### src/afesc_defines.svh
`ifndef AFESC_DEFINES_SVH
`define AFESC_DEFINES_SVH

// ------------------------------------------------------------
// Register offsets
// ------------------------------------------------------------
`define AFESC_ADDR_W          8
`define AFESC_REG_MODE        8'h00
`define AFESC_REG_REF         8'h04
`define AFESC_REG_OFFSET_R    8'h08
`define AFESC_REG_OFFSET_G    8'h0C
`define AFESC_REG_OFFSET_B    8'h10
`define AFESC_REG_GAIN_R      8'h14
`define AFESC_REG_GAIN_G      8'h18
`define AFESC_REG_GAIN_B      8'h1C
`define AFESC_REG_STATUS      8'h20

// ------------------------------------------------------------
// Mode register fields
// ------------------------------------------------------------
`define AFESC_MODE_SEL_LO     0
`define AFESC_MODE_SEL_HI     1
`define AFESC_MODE_COLOUR     2
`define AFESC_MODE_DSE        3
`define AFESC_MODE_CLAMP      4
`define AFESC_MODE_POS_LO     5
`define AFESC_MODE_POS_HI     6

// ------------------------------------------------------------
// Reference register fields
// ------------------------------------------------------------
`define AFESC_REF_CODE_LO     0
`define AFESC_REF_CODE_HI     3
`define AFESC_REF_RANGE       4
`define AFESC_REF_EXT         5

// ------------------------------------------------------------
// Reset values
// ------------------------------------------------------------
`define AFESC_MODE_RESET      8'h08
`define AFESC_REF_RESET       8'h00
`define AFESC_OFFSET_RESET    8'h80
`define AFESC_GAIN_RESET      8'h00
`define AFESC_NIBBLES         2'h3

`endif

### src/afesc_pkg.sv
package afesc_pkg;

   typedef enum logic [1:0] {
      AFESC_RED      = 2'h0,
      AFESC_GREEN    = 2'h1,
      AFESC_BLUE     = 2'h2,
      AFESC_RESERVED = 2'h3
   } afesc_colour_t;

   typedef enum logic [1:0] {
      AFESC_IDLE  = 2'h0,
      AFESC_WAIT  = 2'h1,
      AFESC_PULSE = 2'h3
   } afesc_state_t;

   typedef struct packed {
      logic [7:0] offset;
      logic [7:0] gain;
   } afesc_chan_t;

   typedef struct packed {
      logic [3:0] code;
      logic       range;
      logic       enable;
   } afesc_dac_t;

endpackage

### src/afesc_control.sv
`timescale 1ns/1ps
`default_nettype none
`include "afesc_defines.svh"

// What this block does
// - Monochrome applies one fixed offset/gain set
// - Colour mode applies set chosen by select
// - Select codes red 00, green 01, blue 10
// - Clamp pulse derived from clock and strobe
// - Clamp enable captured on clock within strobe
// - Captured value gates next reset clamp
// - Clamp switch closed only while pulse high
// - Position field places clamp and reset sample
// - Clamping works in both sampling modes
// - Reference DAC driven by four-bit code
// - Range bit selects wide DAC range
// - External select disables internal DAC
// - Double sampling defaults on, uses reset
// - Reset reference used even without clamp
// - Off: reference sampled with video level
// - Twelve-bit word sent as three nibbles
// - Offsets, gains, mode bits are writable
module afesc_control (
   input  wire logic                       clk_in,
   input  wire logic                       rst_in,
   input  wire logic [`AFESC_ADDR_W-1:0]   addr_in,
   input  wire logic [7:0]                 wr_data_in,
   input  wire logic                       wr_in,
   input  wire logic                       rd_in,
   output var  logic [7:0]                 rd_data_out,
   input  wire logic                       mclk_in,
   input  wire logic                       sample_strobe_in,
   input  wire logic [11:0]                adc_data_in,
   input  wire logic                       adc_valid_in,
   output var  afesc_pkg::afesc_chan_t     chan_out,
   output var  afesc_pkg::afesc_colour_t   colour_applied_out,
   output var  afesc_pkg::afesc_dac_t      clamp_level_dac_out,
   output var  logic                       clamp_pulse_out,
   output var  logic                       reset_sample_out,
   output var  logic                       ref_sample_out,
   output var  logic                       video_sample_out,
   output var  logic                       double_sampling_out,
   output var  logic [3:0]                 nibble_out,
   output var  logic                       nibble_valid_out
);
   import afesc_pkg::*;

   // ------------------------------------------------------------
   // Register file
   // ------------------------------------------------------------
   logic [7:0]    mode_reg;
   logic [7:0]    ref_reg;
   logic [7:0]    offset_reg [3];
   logic [7:0]    gain_reg [3];

   wire logic [1:0] colour_select         = mode_reg[`AFESC_MODE_SEL_HI:`AFESC_MODE_SEL_LO];
   wire logic       colour_mode           = mode_reg[`AFESC_MODE_COLOUR];
   wire logic       double_sampling_enable = mode_reg[`AFESC_MODE_DSE];
   wire logic       clamp_enable          = mode_reg[`AFESC_MODE_CLAMP];
   wire logic [1:0] reset_sample_position = mode_reg[`AFESC_MODE_POS_HI:`AFESC_MODE_POS_LO];
   wire logic [3:0] clamp_dac_code        = ref_reg[`AFESC_REF_CODE_HI:`AFESC_REF_CODE_LO];
   wire logic       clamp_dac_range       = ref_reg[`AFESC_REF_RANGE];
   wire logic       external_reference_select = ref_reg[`AFESC_REF_EXT];

   function automatic logic [2:0] colour_slot(input logic [`AFESC_ADDR_W-1:0] a,
                                              input logic [`AFESC_ADDR_W-1:0] base);
      logic [`AFESC_ADDR_W-1:0] d;
      d = a - base;
      colour_slot = (d == 8'h00) ? 3'h1 : (d == 8'h04) ? 3'h2 : (d == 8'h08) ? 3'h4 : 3'h0;
   endfunction

   wire logic [2:0] wr_offset_sel = wr_in ? colour_slot(addr_in, `AFESC_REG_OFFSET_R) : 3'h0;
   wire logic [2:0] wr_gain_sel   = wr_in ? colour_slot(addr_in, `AFESC_REG_GAIN_R) : 3'h0;
   wire logic       wr_mode       = wr_in && (addr_in == `AFESC_REG_MODE);
   wire logic       wr_ref        = wr_in && (addr_in == `AFESC_REG_REF);

   // Writes from the control port
   always_ff @(posedge clk_in) begin
      if (rst_in) begin
         mode_reg <= `AFESC_MODE_RESET;  // Double sampling on by default
         ref_reg  <= `AFESC_REF_RESET;
      end else begin
         if (wr_mode) begin
            mode_reg <= wr_data_in;  // One write retargets the colour
         end
         if (wr_ref) begin
            ref_reg <= wr_data_in;
         end
      end
   end

   for (genvar i = 0; i < 3; i++) begin : g_sets
      always_ff @(posedge clk_in) begin
         if (rst_in) begin
            offset_reg[i] <= `AFESC_OFFSET_RESET;
            gain_reg[i]   <= `AFESC_GAIN_RESET;
         end else begin
            if (wr_offset_sel[i]) begin
               offset_reg[i] <= wr_data_in;
            end
            if (wr_gain_sel[i]) begin
               gain_reg[i] <= wr_data_in;
            end
         end
      end
   end

   // ------------------------------------------------------------
   // Pin synchronisers and edges
   // ------------------------------------------------------------
   logic [2:0] mclk_sync;
   logic [2:0] strobe_sync;
   logic       strobe_clocked;
   logic       clamp_captured;

   always_ff @(posedge clk_in) begin
      if (rst_in) begin
         mclk_sync   <= 3'h0;
         strobe_sync <= 3'h0;
      end else begin
         mclk_sync   <= {mclk_sync[1:0], mclk_in};
         strobe_sync <= {strobe_sync[1:0], sample_strobe_in};
      end
   end

   wire logic mclk_rise    = mclk_sync[1] && !mclk_sync[2];
   wire logic strobe_high  = strobe_sync[1];
   wire logic strobe_fall  = !strobe_sync[1] && strobe_sync[2];
   wire logic capture_edge = mclk_rise && strobe_high && !strobe_clocked;
   wire logic pixel_edge   = strobe_fall && strobe_clocked;

   // ------------------------------------------------------------
   // Clamp enable capture and colour set at pixel boundary
   // ------------------------------------------------------------
   wire afesc_colour_t next_colour =
      !colour_mode ? AFESC_RED :                                // Fixed set
      (colour_select == AFESC_RESERVED) ? colour_applied_out :  // Hold on reserved
      afesc_colour_t'(colour_select);
   wire logic [1:0] next_idx = next_colour;

   always_ff @(posedge clk_in) begin
      if (rst_in) begin
         strobe_clocked     <= 1'b0;
         clamp_captured     <= 1'b0;
         colour_applied_out <= AFESC_RED;
         chan_out           <= '0;
      end else begin
         if (capture_edge) begin
            strobe_clocked <= 1'b1;
            clamp_captured <= clamp_enable;  // First clock edge within the strobe
         end else if (pixel_edge) begin
            strobe_clocked <= 1'b0;
         end
         if (pixel_edge) begin
            colour_applied_out <= next_colour;  // Whole set switches together
            chan_out.offset    <= offset_reg[next_idx];
            chan_out.gain      <= gain_reg[next_idx];
         end
      end
   end

   // ------------------------------------------------------------
   // Clamp and reset-sample timing
   // ------------------------------------------------------------
   afesc_state_t state;
   afesc_state_t next_state;
   logic [1:0]   edge_count;
   logic [1:0]   next_edge_count;

   always_comb begin
      next_state      = state;
      next_edge_count = edge_count;
      case (state)
         AFESC_IDLE: begin
            if (pixel_edge) begin
               next_state      = AFESC_WAIT;
               next_edge_count = reset_sample_position;
            end
         end
         AFESC_WAIT: begin
            if (mclk_rise) begin
               if (edge_count == 2'h0) begin
                  next_state = AFESC_PULSE;
               end else begin
                  next_edge_count = edge_count - 2'h1;
               end
            end
         end
         AFESC_PULSE: begin
            if (mclk_rise) begin
               next_state = AFESC_IDLE;
            end
         end
         default: begin
            next_state = AFESC_IDLE;
         end
      endcase
   end

   wire logic next_pulse = (next_state == AFESC_PULSE);

   always_ff @(posedge clk_in) begin
      if (rst_in) begin
         state            <= AFESC_IDLE;
         edge_count       <= 2'h0;
         clamp_pulse_out  <= 1'b0;
         reset_sample_out <= 1'b0;
         ref_sample_out   <= 1'b0;
         video_sample_out <= 1'b0;
      end else begin
         state            <= next_state;
         edge_count       <= next_edge_count;
         // Pulse in either sampling mode; drives the clamp switch directly
         clamp_pulse_out  <= next_pulse && clamp_captured;
         // Reset level sampled every pixel, clamped or not
         reset_sample_out <= next_pulse;
         video_sample_out <= capture_edge;
         // Reference instant: reset level or, with double sampling off, the video instant
         ref_sample_out   <= double_sampling_enable ? next_pulse : capture_edge;
      end
   end

   // ------------------------------------------------------------
   // Reference DAC and sampling selection
   // ------------------------------------------------------------
   always_ff @(posedge clk_in) begin
      if (rst_in) begin
         clamp_level_dac_out <= '0;
         double_sampling_out <= 1'b1;
      end else begin
         clamp_level_dac_out.code   <= clamp_dac_code;
         clamp_level_dac_out.range  <= clamp_dac_range;
         clamp_level_dac_out.enable <= !external_reference_select;
         double_sampling_out        <= double_sampling_enable;
      end
   end

   // ------------------------------------------------------------
   // Output word serialiser
   // ------------------------------------------------------------
   logic [11:0] out_word;
   logic [1:0]  nibbles_left;

   always_ff @(posedge clk_in) begin
      if (rst_in) begin
         out_word         <= 12'h000;
         nibbles_left     <= 2'h0;
         nibble_out       <= 4'h0;
         nibble_valid_out <= 1'b0;
      end else if (adc_valid_in) begin
         out_word         <= {adc_data_in[7:0], 4'h0};  // Most significant nibble first
         nibbles_left     <= `AFESC_NIBBLES - 2'h1;
         nibble_out       <= adc_data_in[11:8];
         nibble_valid_out <= 1'b1;
      end else if (nibbles_left != 2'h0) begin
         out_word         <= {out_word[7:0], 4'h0};
         nibbles_left     <= nibbles_left - 2'h1;
         nibble_out       <= out_word[11:8];
         nibble_valid_out <= 1'b1;
      end else begin
         nibble_valid_out <= 1'b0;
      end
   end

   // ------------------------------------------------------------
   // Read port
   // ------------------------------------------------------------
   wire logic [7:0] status_word = {2'h0, state == AFESC_PULSE, clamp_captured,
                                   strobe_clocked, 1'b0, colour_applied_out};
   wire logic [2:0] rd_offset_sel = colour_slot(addr_in, `AFESC_REG_OFFSET_R);
   wire logic [2:0] rd_gain_sel   = colour_slot(addr_in, `AFESC_REG_GAIN_R);
   wire logic [7:0] rd_mux =
      (addr_in == `AFESC_REG_MODE)   ? mode_reg :
      (addr_in == `AFESC_REG_REF)    ? ref_reg :
      (addr_in == `AFESC_REG_STATUS) ? status_word :
      rd_offset_sel[0] ? offset_reg[0] : rd_offset_sel[1] ? offset_reg[1] :
      rd_offset_sel[2] ? offset_reg[2] : rd_gain_sel[0] ? gain_reg[0] :
      rd_gain_sel[1] ? gain_reg[1] : rd_gain_sel[2] ? gain_reg[2] : 8'h00;

   always_ff @(posedge clk_in) begin
      if (rst_in) begin
         rd_data_out <= 8'h00;
      end else begin
         rd_data_out <= rd_in ? rd_mux : 8'h00;
      end
   end

   // ------------------------------------------------------------
   // Assertions
   // ------------------------------------------------------------
   property p_mono_set;
      @(posedge clk_in) disable iff (rst_in)
      pixel_edge && !colour_mode |=> colour_applied_out == AFESC_RED && chan_out.gain == $past(gain_reg[0]);
   endproperty
   a_mono_set: assert property (p_mono_set) else $error("mono set not applied");

   property p_colour_set;
      @(posedge clk_in) disable iff (rst_in)
      pixel_edge && colour_mode && colour_select != 2'h3 |=> colour_applied_out == $past(colour_select);
   endproperty
   a_colour_set: assert property (p_colour_set) else $error("colour set mismatch");

   property p_capture;
      @(posedge clk_in) disable iff (rst_in)
      capture_edge |=> clamp_captured == $past(clamp_enable) && strobe_clocked;
   endproperty
   a_capture: assert property (p_capture) else $error("clamp enable not captured");

   property p_clamp_gate;
      @(posedge clk_in) disable iff (rst_in)
      clamp_pulse_out |-> reset_sample_out && clamp_captured;
   endproperty
   a_clamp_gate: assert property (p_clamp_gate) else $error("clamp without captured enable");

   property p_pulse_len;
      @(posedge clk_in) disable iff (rst_in)
      $rose(reset_sample_out) |-> reset_sample_out[*2];
   endproperty
   a_pulse_len: assert property (p_pulse_len) else $error("reset sample too short");

   property p_ref_instant;
      @(posedge clk_in) disable iff (rst_in)
      ref_sample_out && !$past(double_sampling_enable) |-> video_sample_out;
   endproperty
   a_ref_instant: assert property (p_ref_instant) else $error("reference not with video");

   property p_dac;
      @(posedge clk_in) disable iff (rst_in)
      wr_ref |=> ##1 clamp_level_dac_out.enable == !$past(wr_data_in[`AFESC_REF_EXT], 2);
   endproperty
   a_dac: assert property (p_dac) else $error("reference DAC enable wrong");

   property p_nibbles;
      @(posedge clk_in) disable iff (rst_in)
      adc_valid_in ##1 !adc_valid_in [*2] |-> nibble_valid_out && $past(nibble_valid_out);
   endproperty
   a_nibbles: assert property (p_nibbles) else $error("nibble stream broken");

endmodule // afesc_control

`default_nettype wire

### config.mk
export PLATFORM = sky130hd
export DESIGN_NAME = afesc_control
export DESIGN_NICKNAME = d
export VERILOG_FILES = /design/src/afesc_pkg.sv /design/src/afesc_control.sv
export VERILOG_INCLUDE_DIRS = /design/src /design/src/src
export SDC_FILE = /design/constraint.sdc
export NUM_CORES = 1
export LEC_CHECK = 0
export BUFFER_PORTS_ARGS = -buffer_cell sky130_fd_sc_hd__buf_4
export CAP_MARGIN = 25
export CORE_AREA = 2 2 95 166
export DETAILED_ROUTE_END_ITERATION = 6
export DIE_AREA = 0 0 97 168
export PLACE_DENSITY_LB_ADDON = 0.2
export RECOVER_POWER = 100
export SLEW_MARGIN = 30
export SYNTH_ARGS = -nofsm -noshare
export SYNTH_HDL_FRONTEND = slang
export SYNTH_SLANG_ARGS = --single-unit
export TNS_END_PERCENT = 50
### constraint.sdc
create_clock -name clk_in -period 2.3 [get_ports clk_in]
set_input_delay 0.115 -clock clk_in [delete_from_list [all_inputs] [get_ports clk_in]]
set_output_delay 0.115 -clock clk_in [all_outputs]
set_load 0.01 [all_outputs]
After elaboration in Yosys (flattened, before gate mapping):

Memories as Yosys holds them, arrays and structs flattened. A register that Yosys moved wholly into a read port is not among the register bits.
Cells that the tools add are included.

* RAM bits: 48
* bits in latches: 0
* register bits after elaboration: 64
* word-level logic and storage cells: 138
* input bits: 35
* ROM bits: 0
* memories: 2
* output and inout bits: 42

Memories
* gain_reg: depth 3, bits a word 8, rd ports 4, clocked after Yosys merged registers in 1, write ports 3, line afesc_control.sv:54 `logic [7:0] gain_reg [3];`
* offset_reg: depth 3, bits a word 8, rd ports 4, clocked after Yosys merged registers in 1, write ports 3, line afesc_control.sv:53 `logic [7:0] offset_reg [3];`

* equality and inequality tests: 13
* add/subtract/negate cells: 4
* reductions and logical operators: 24
* bitwise logic cells: 7
* divide/modulo/power cells: 0
* mux-type cells: 65
* $mul: 0
* order comparisons: 0
* shifts and indexed selects: 0

Operators by type and width (count)
* $mux W8: 15
* $mux W1: 25
* $eq A8 B3 Y1 const B: 3
* $logic_not A8 Y1: 3
* $mux W12: 2
* $mux W3: 8
* $mux W2: 11
* $eq A8 B4 Y1 const B: 2
* $eq A8 B6 Y1 const B: 1
* $logic_and A1 B1 Y1: 8
* $mux W4: 2
* $reduce_bool A2 Y1: 4
* $sub A8 B4 Y8 const B: 1
* $sub A8 B5 Y8 const B: 1
* $eq A2 B2 Y1 const B: 3
* $ne A2 B2 Y1 const B: 3
* $or A1 B1 Y1: 6
* $pmux W2 S3: 1
* $logic_not A1 Y1: 4
* $logic_not A2 Y1: 2
* $pmux W2 S2: 1
* $reduce_and A4 Y1: 1
* $reduce_or A2 Y1: 2
* $sub A2 B1 Y2 const B: 2
* other kinds (2): 2

Logic depth before layout (Yosys ltp):

* depth after elaboration: 14
* gate-level depth with buffers: 10
* gate-level depth less buffers: 8

Least setup slack after synthesis:

No wires, ideal clock.

* kind: input to register
* start: input addr_in[3]
* end: memory offset_reg[0][0] (enable)
* setup time: 326 ps
* setup slack: 171 ps
* buffers on the path: 2
* stages: 8
* data arrival time: 1803 ps
* required time: 1974 ps
* cell sequence: buf_4 > inv_1 > ha_1 > nor4b_1 > nand3_2 > a21oi_4 > buf_4 > a21o_1

RTL lines
* from (decl): line afesc_control.sv:26 `` input wire logic [`AFESC_ADDR_W-1:0] addr_in, ``
* to (decl): line afesc_control.sv:53

Worst setup path after layout:

* start: input addr_in[4]
* end: register rd_data_out[7]

* longest elaborated chain between the ends: 14
* elaborated cells between the ends (all ways): 26
* classes of those cells: 2 x add/sub; 6 x eq/ne; 15 x mux; 3 x reduce/logical

Ends and longest elaborated chain
* $sub A8 B5 Y8: line afesc_control.sv:68 `d = a - base;`
* $eq A8 B4 Y1: line afesc_control.sv:69 `colour_slot = (d == 8'h00) ? 3'h1 : (d == 8'h04) ? 3'h2 : (d == 8'h08) ? 3'h4 : 3'h0;`
* $mux W3 (3 in series): line afesc_control.sv:69
* $mux W8 (2 in series): line afesc_control.sv:278 `rd_gain_sel[1] ? gain_reg[1] : rd_gain_sel[2] ? gain_reg[2] : 8'h00;`
* $mux W8 (2 in series): line afesc_control.sv:277 `rd_offset_sel[2] ? offset_reg[2] : rd_gain_sel[0] ? gain_reg[0] :`
* $mux W8 (2 in series): line afesc_control.sv:276 `rd_offset_sel[0] ? offset_reg[0] : rd_offset_sel[1] ? offset_reg[1] :`
* $mux W8: line afesc_control.sv:275 `` (addr_in == `AFESC_REG_STATUS) ? status_word : ``
* $mux W8: line afesc_control.sv:274 `` (addr_in == `AFESC_REG_REF) ? ref_reg : ``
* $mux W8 (*): line afesc_control.sv:273 `` (addr_in == `AFESC_REG_MODE) ? mode_reg : ``
* to (signal assigned): line afesc_control.sv:284 `rd_data_out <= rd_in ? rd_mux : 8'h00;`
* to (decl): line afesc_control.sv:30 `output var logic [7:0] rd_data_out,`

Every way passes the cells marked *; elsewhere a longest branch is shown, timed or not.
A chain may end at the register's enable or synchronous reset.

==> summary.md <==
| Metric | Value |
|---|---|
| Drt drc | `0` |
| Syn Nets | `652` |
| Flops & latches, synth | `128` |
| Clk sinks | `128` |
| Dominant cells by area after synthesis | `dfxtp_1 27%, edfxtp_1 25%, nor2_1 5.4%` |
| DR iter-0 viols | `291` |
| Final hold slack | `0.0390 ns` |
| Post-Place Worst Slack | `0.116 ns` |
| CTS tree | `built` |
| Compound-Gate Fraction of Synth Area | `0.165` |
| Max_cap viols | `0` |
| Synth cell types | `62` |
| Ratio of cells with drive above 1 in the final layout | `0.128` |
| Net count, final | `747` |
| Simple-Gate Fraction of Synth Area | `0.215` |
| Post-synthesis adder-cell area fraction | `0.00851` |
| Fillers | `1458` |
| Post-DRT Antenna Nets | `0` |
| RSZ-0062 raised after global routing | `no` |
| Minimum clock period | `1.95 ns` |
| Top-count cell post-synth | `nor2_1` |
| Worst VDD drop | `0.000629 V` |
| Fmax | `514 MHz` |
| Clock tree buffer depth | `2` |
| CP endpoint kind | `flip-flop` |
| CORE AREA | `15100 µm²` |
| Period utilisation layout | `0.846` |
| CP peak stage delay | `0.35 ns` |
| Initial core utilization | `0.390` |
| Setup bufs post-CTS | `0` |
| Ys Warns | `0` |
| Post-synth ARST share | `0` |
| Final Instance Count excl. Fillers | `907` |
| DIE HEIGHT | `168 µm` |
| XOR/XNOR Fraction of Synth Area | `0.00447` |
| Worst EP required | `2.63 ns` |
| Average vias per placed instance | `5.45` |
| Clock latency on the worst-skew pair | `0.41 ns` |
| Hold buffer count at CTS | `14` |
| Gate count after technology mapping | `613` |
| Final Wtd Congestion | `0.981` |
| Reg area | `3040 µm²` |
| Die width | `97 µm` |
| Port-buffer cells | `76` |
| Static leakage | `2.83 nW` |
| DR WL/cell | `19.3 µm` |
| HP Class | `in -> reg` |
| WS Path Type | `in -> reg` |
| Cell Area, Synth | `5880 µm²` |
| Max-slew violations | `0` |
| Pin count of the biggest net entering global routing | `42` |
| Synth Flop Type | `dfxtp_1` |
| Number of I/O pins | `77` |
| Number of global-route vias before repair | `4838` |
| GRT overflow | `0` |
| Initial antenna violation count | `0` |
| PD cells | `768 nW/µm²` |
| Final hold violation count | `0` |
| Ant diodes | `0` |
| Final setup viols | `0` |
| DR pass1 iterations | `5` |
| Number of flops mapped to enable cells by yosys | `48` |
| Post-synth top area share | `0.272` |
| Worst-margin pin slew | `0.963 ns` |
| Layout Skew | `0.00753 ns` |
| First-pass GRT wire length | `27000 µm` |
| Clock tree root buffer cell | `clkbuf_16` |
| Floorplan row count | `60` |
| Placed Cells | `861` |
| H-tree Lvls | `4` |
| Final WL | `17500 µm` |
| Multi-input logic area | `2580 µm²` |
| Mux share of post-synthesis cell area | `0.0530` |
| Register area share after synthesis | `0.517` |
| Cell taking the most area after synthesis | `dfxtp_1` |
| Final WS setup | `0.353 ns` |
| Worst Setup Start Kind | `input port` |
| Area grow syn2layout | `23.0%` |
| Arrival time worst endpoint | `2.28 ns` |
| Setup tns final | `0 ns` |
| Clock-pin slew of the registers on the worst-case setup and hold paths | `0.06 ns` |
| Combinational family with the most area after synthesis | `simple AND/OR/NAND/NOR gates` |
| Dpl hpwl | `12900 µm` |
| Crit path cell chain | `clkbuf_1 -> inv_1 -> ha_1 -> nor3b_1 -> nand3_1 -> a21oi_1 -> buf_4 -> o2bb2ai_1 -> nand4_1 -> a21oi_1` |
| Slew headroom | `0.358` |
| Crit path top cell by count | `a21oi_1` |
| DR vias | `4941` |
| CTS Buf Count | `17` |
| GR Util All Layers | `0.217` |
| Die ar. | `16300 µm²` |
| Cell at the slowest stage of the critical path | `a21oi_1` |
| Outcome | `completed` |
| Post-synth top cells | `85 x nor2_1, 80 x dfxtp_1, 62 x a21oi_1, 48 x edfxtp_1, 45 x nand2_1` |
| Post-synthesis area per instance | `9.60 µm²` |
| Crit Path Max Fanout | `9` |
| Post-CTS Resized | `0` |
-- per-layer routing --
metal  global-route usage  wire, µm
met2                0.390      9110
met5                    0         0
met4                0.134      1050
met3               0.0365       757
met1                0.236      6620
-- final timing paths --
kind	depth (start not counted)	to	startpoint	slack, ns
setup / recovery	10	rd_data_out[7]	addr_in[4]	0.35
hold / removal	3	ref_reg[3]	wr_data_in[3]	0.04
setup reg to reg	7	chan_out[15]	mode_reg[0]	0.65
hold reg to reg	1	strobe_sync[1]	strobe_sync[0]	0.43
-- per-stage QoR --
stage | instance area [µm²] | utilization | total power [mW]
floorplan | 5880 | - | 2.67
CTS | 7460 | 0.494 | 5.61
global placement | 6720 | 0.445 | 2.84
finish | 7240 | 0.480 | 5.56
global route | 7240 | 0.480 | 5.73
detailed placement | 6720 | 0.445 | 2.84
-- kinds of logic (layout without fill, tap and decap cells) --
kind of cell             Yosys count  after routing
flip-flops                       128            128
multiplexers                      31             31
AO/OA/AOI/OAI                    152            152
XOR/XNOR                           3              3
buffers and inverters             50            158
AND/OR/NAND/NOR                  245            245
adder cells (fa/ha/maj)            4              4
-- report_power, final --
group          internal, mW  leakage, nW  switching, mW  total, mW
Clock                  1.79        0.286          0.970       2.76
Sequential             2.42         1.11         0.0520       2.47
Combinational         0.128         1.44          0.205      0.333
Total                  4.33         2.83           1.23       5.56
-- final cells by class --
cell class | instances | share of cell area
multi-input cells | 435 | 0.357
clock buffers | 18 | 0.0593
repair buffers | 116 | 0.102
clock inverters | 14 | 0.0239
flip-flops and latches | 128 | 0.420
inverters | 10 | 0.00519
well taps | 186 | 0.0322
-- cells in the final DEF, fill, tap and decap left out, types with 3 or more instances in the layout --
cell and n:
nor3b_1 4, and3_1 23, buf_4 52, a221oi_1 5, a211oi_1 18, dlygate4sd3_1 14
nor2b_1 14, nand2_1 45, clkbuf_1 48, clkinv_2 3, o21ai_0 25, and2_0 13
clkinv_1 4, nand2b_1 5, a21o_1 3, bufinv_16 4, nor2_1 85, dfxtp_1 80
a31o_1 3, edfxtp_1 48, ha_1 4, nand3b_1 3, mux2i_1 30, or3_1 3
o22a_1 3, clkbuf_16 17, o2bb2ai_1 4, nand3_1 15, nor3_1 5, and2_1 14
inv_1 10, clkinvlp_4 3, a21oi_1 63, a22oi_1 7, nor4_1 4
-- worst max-delay path: cells and delay by family --
kind	cells	cell delay [ns]
AOI/OAI and AO/OA	3	0.64
buffers and inverters	3	0.57
adders and majority gates	1	0.29
and+or+nand+nor	3	0.68
Note: power is estimated with default switching activity, not from simulation.
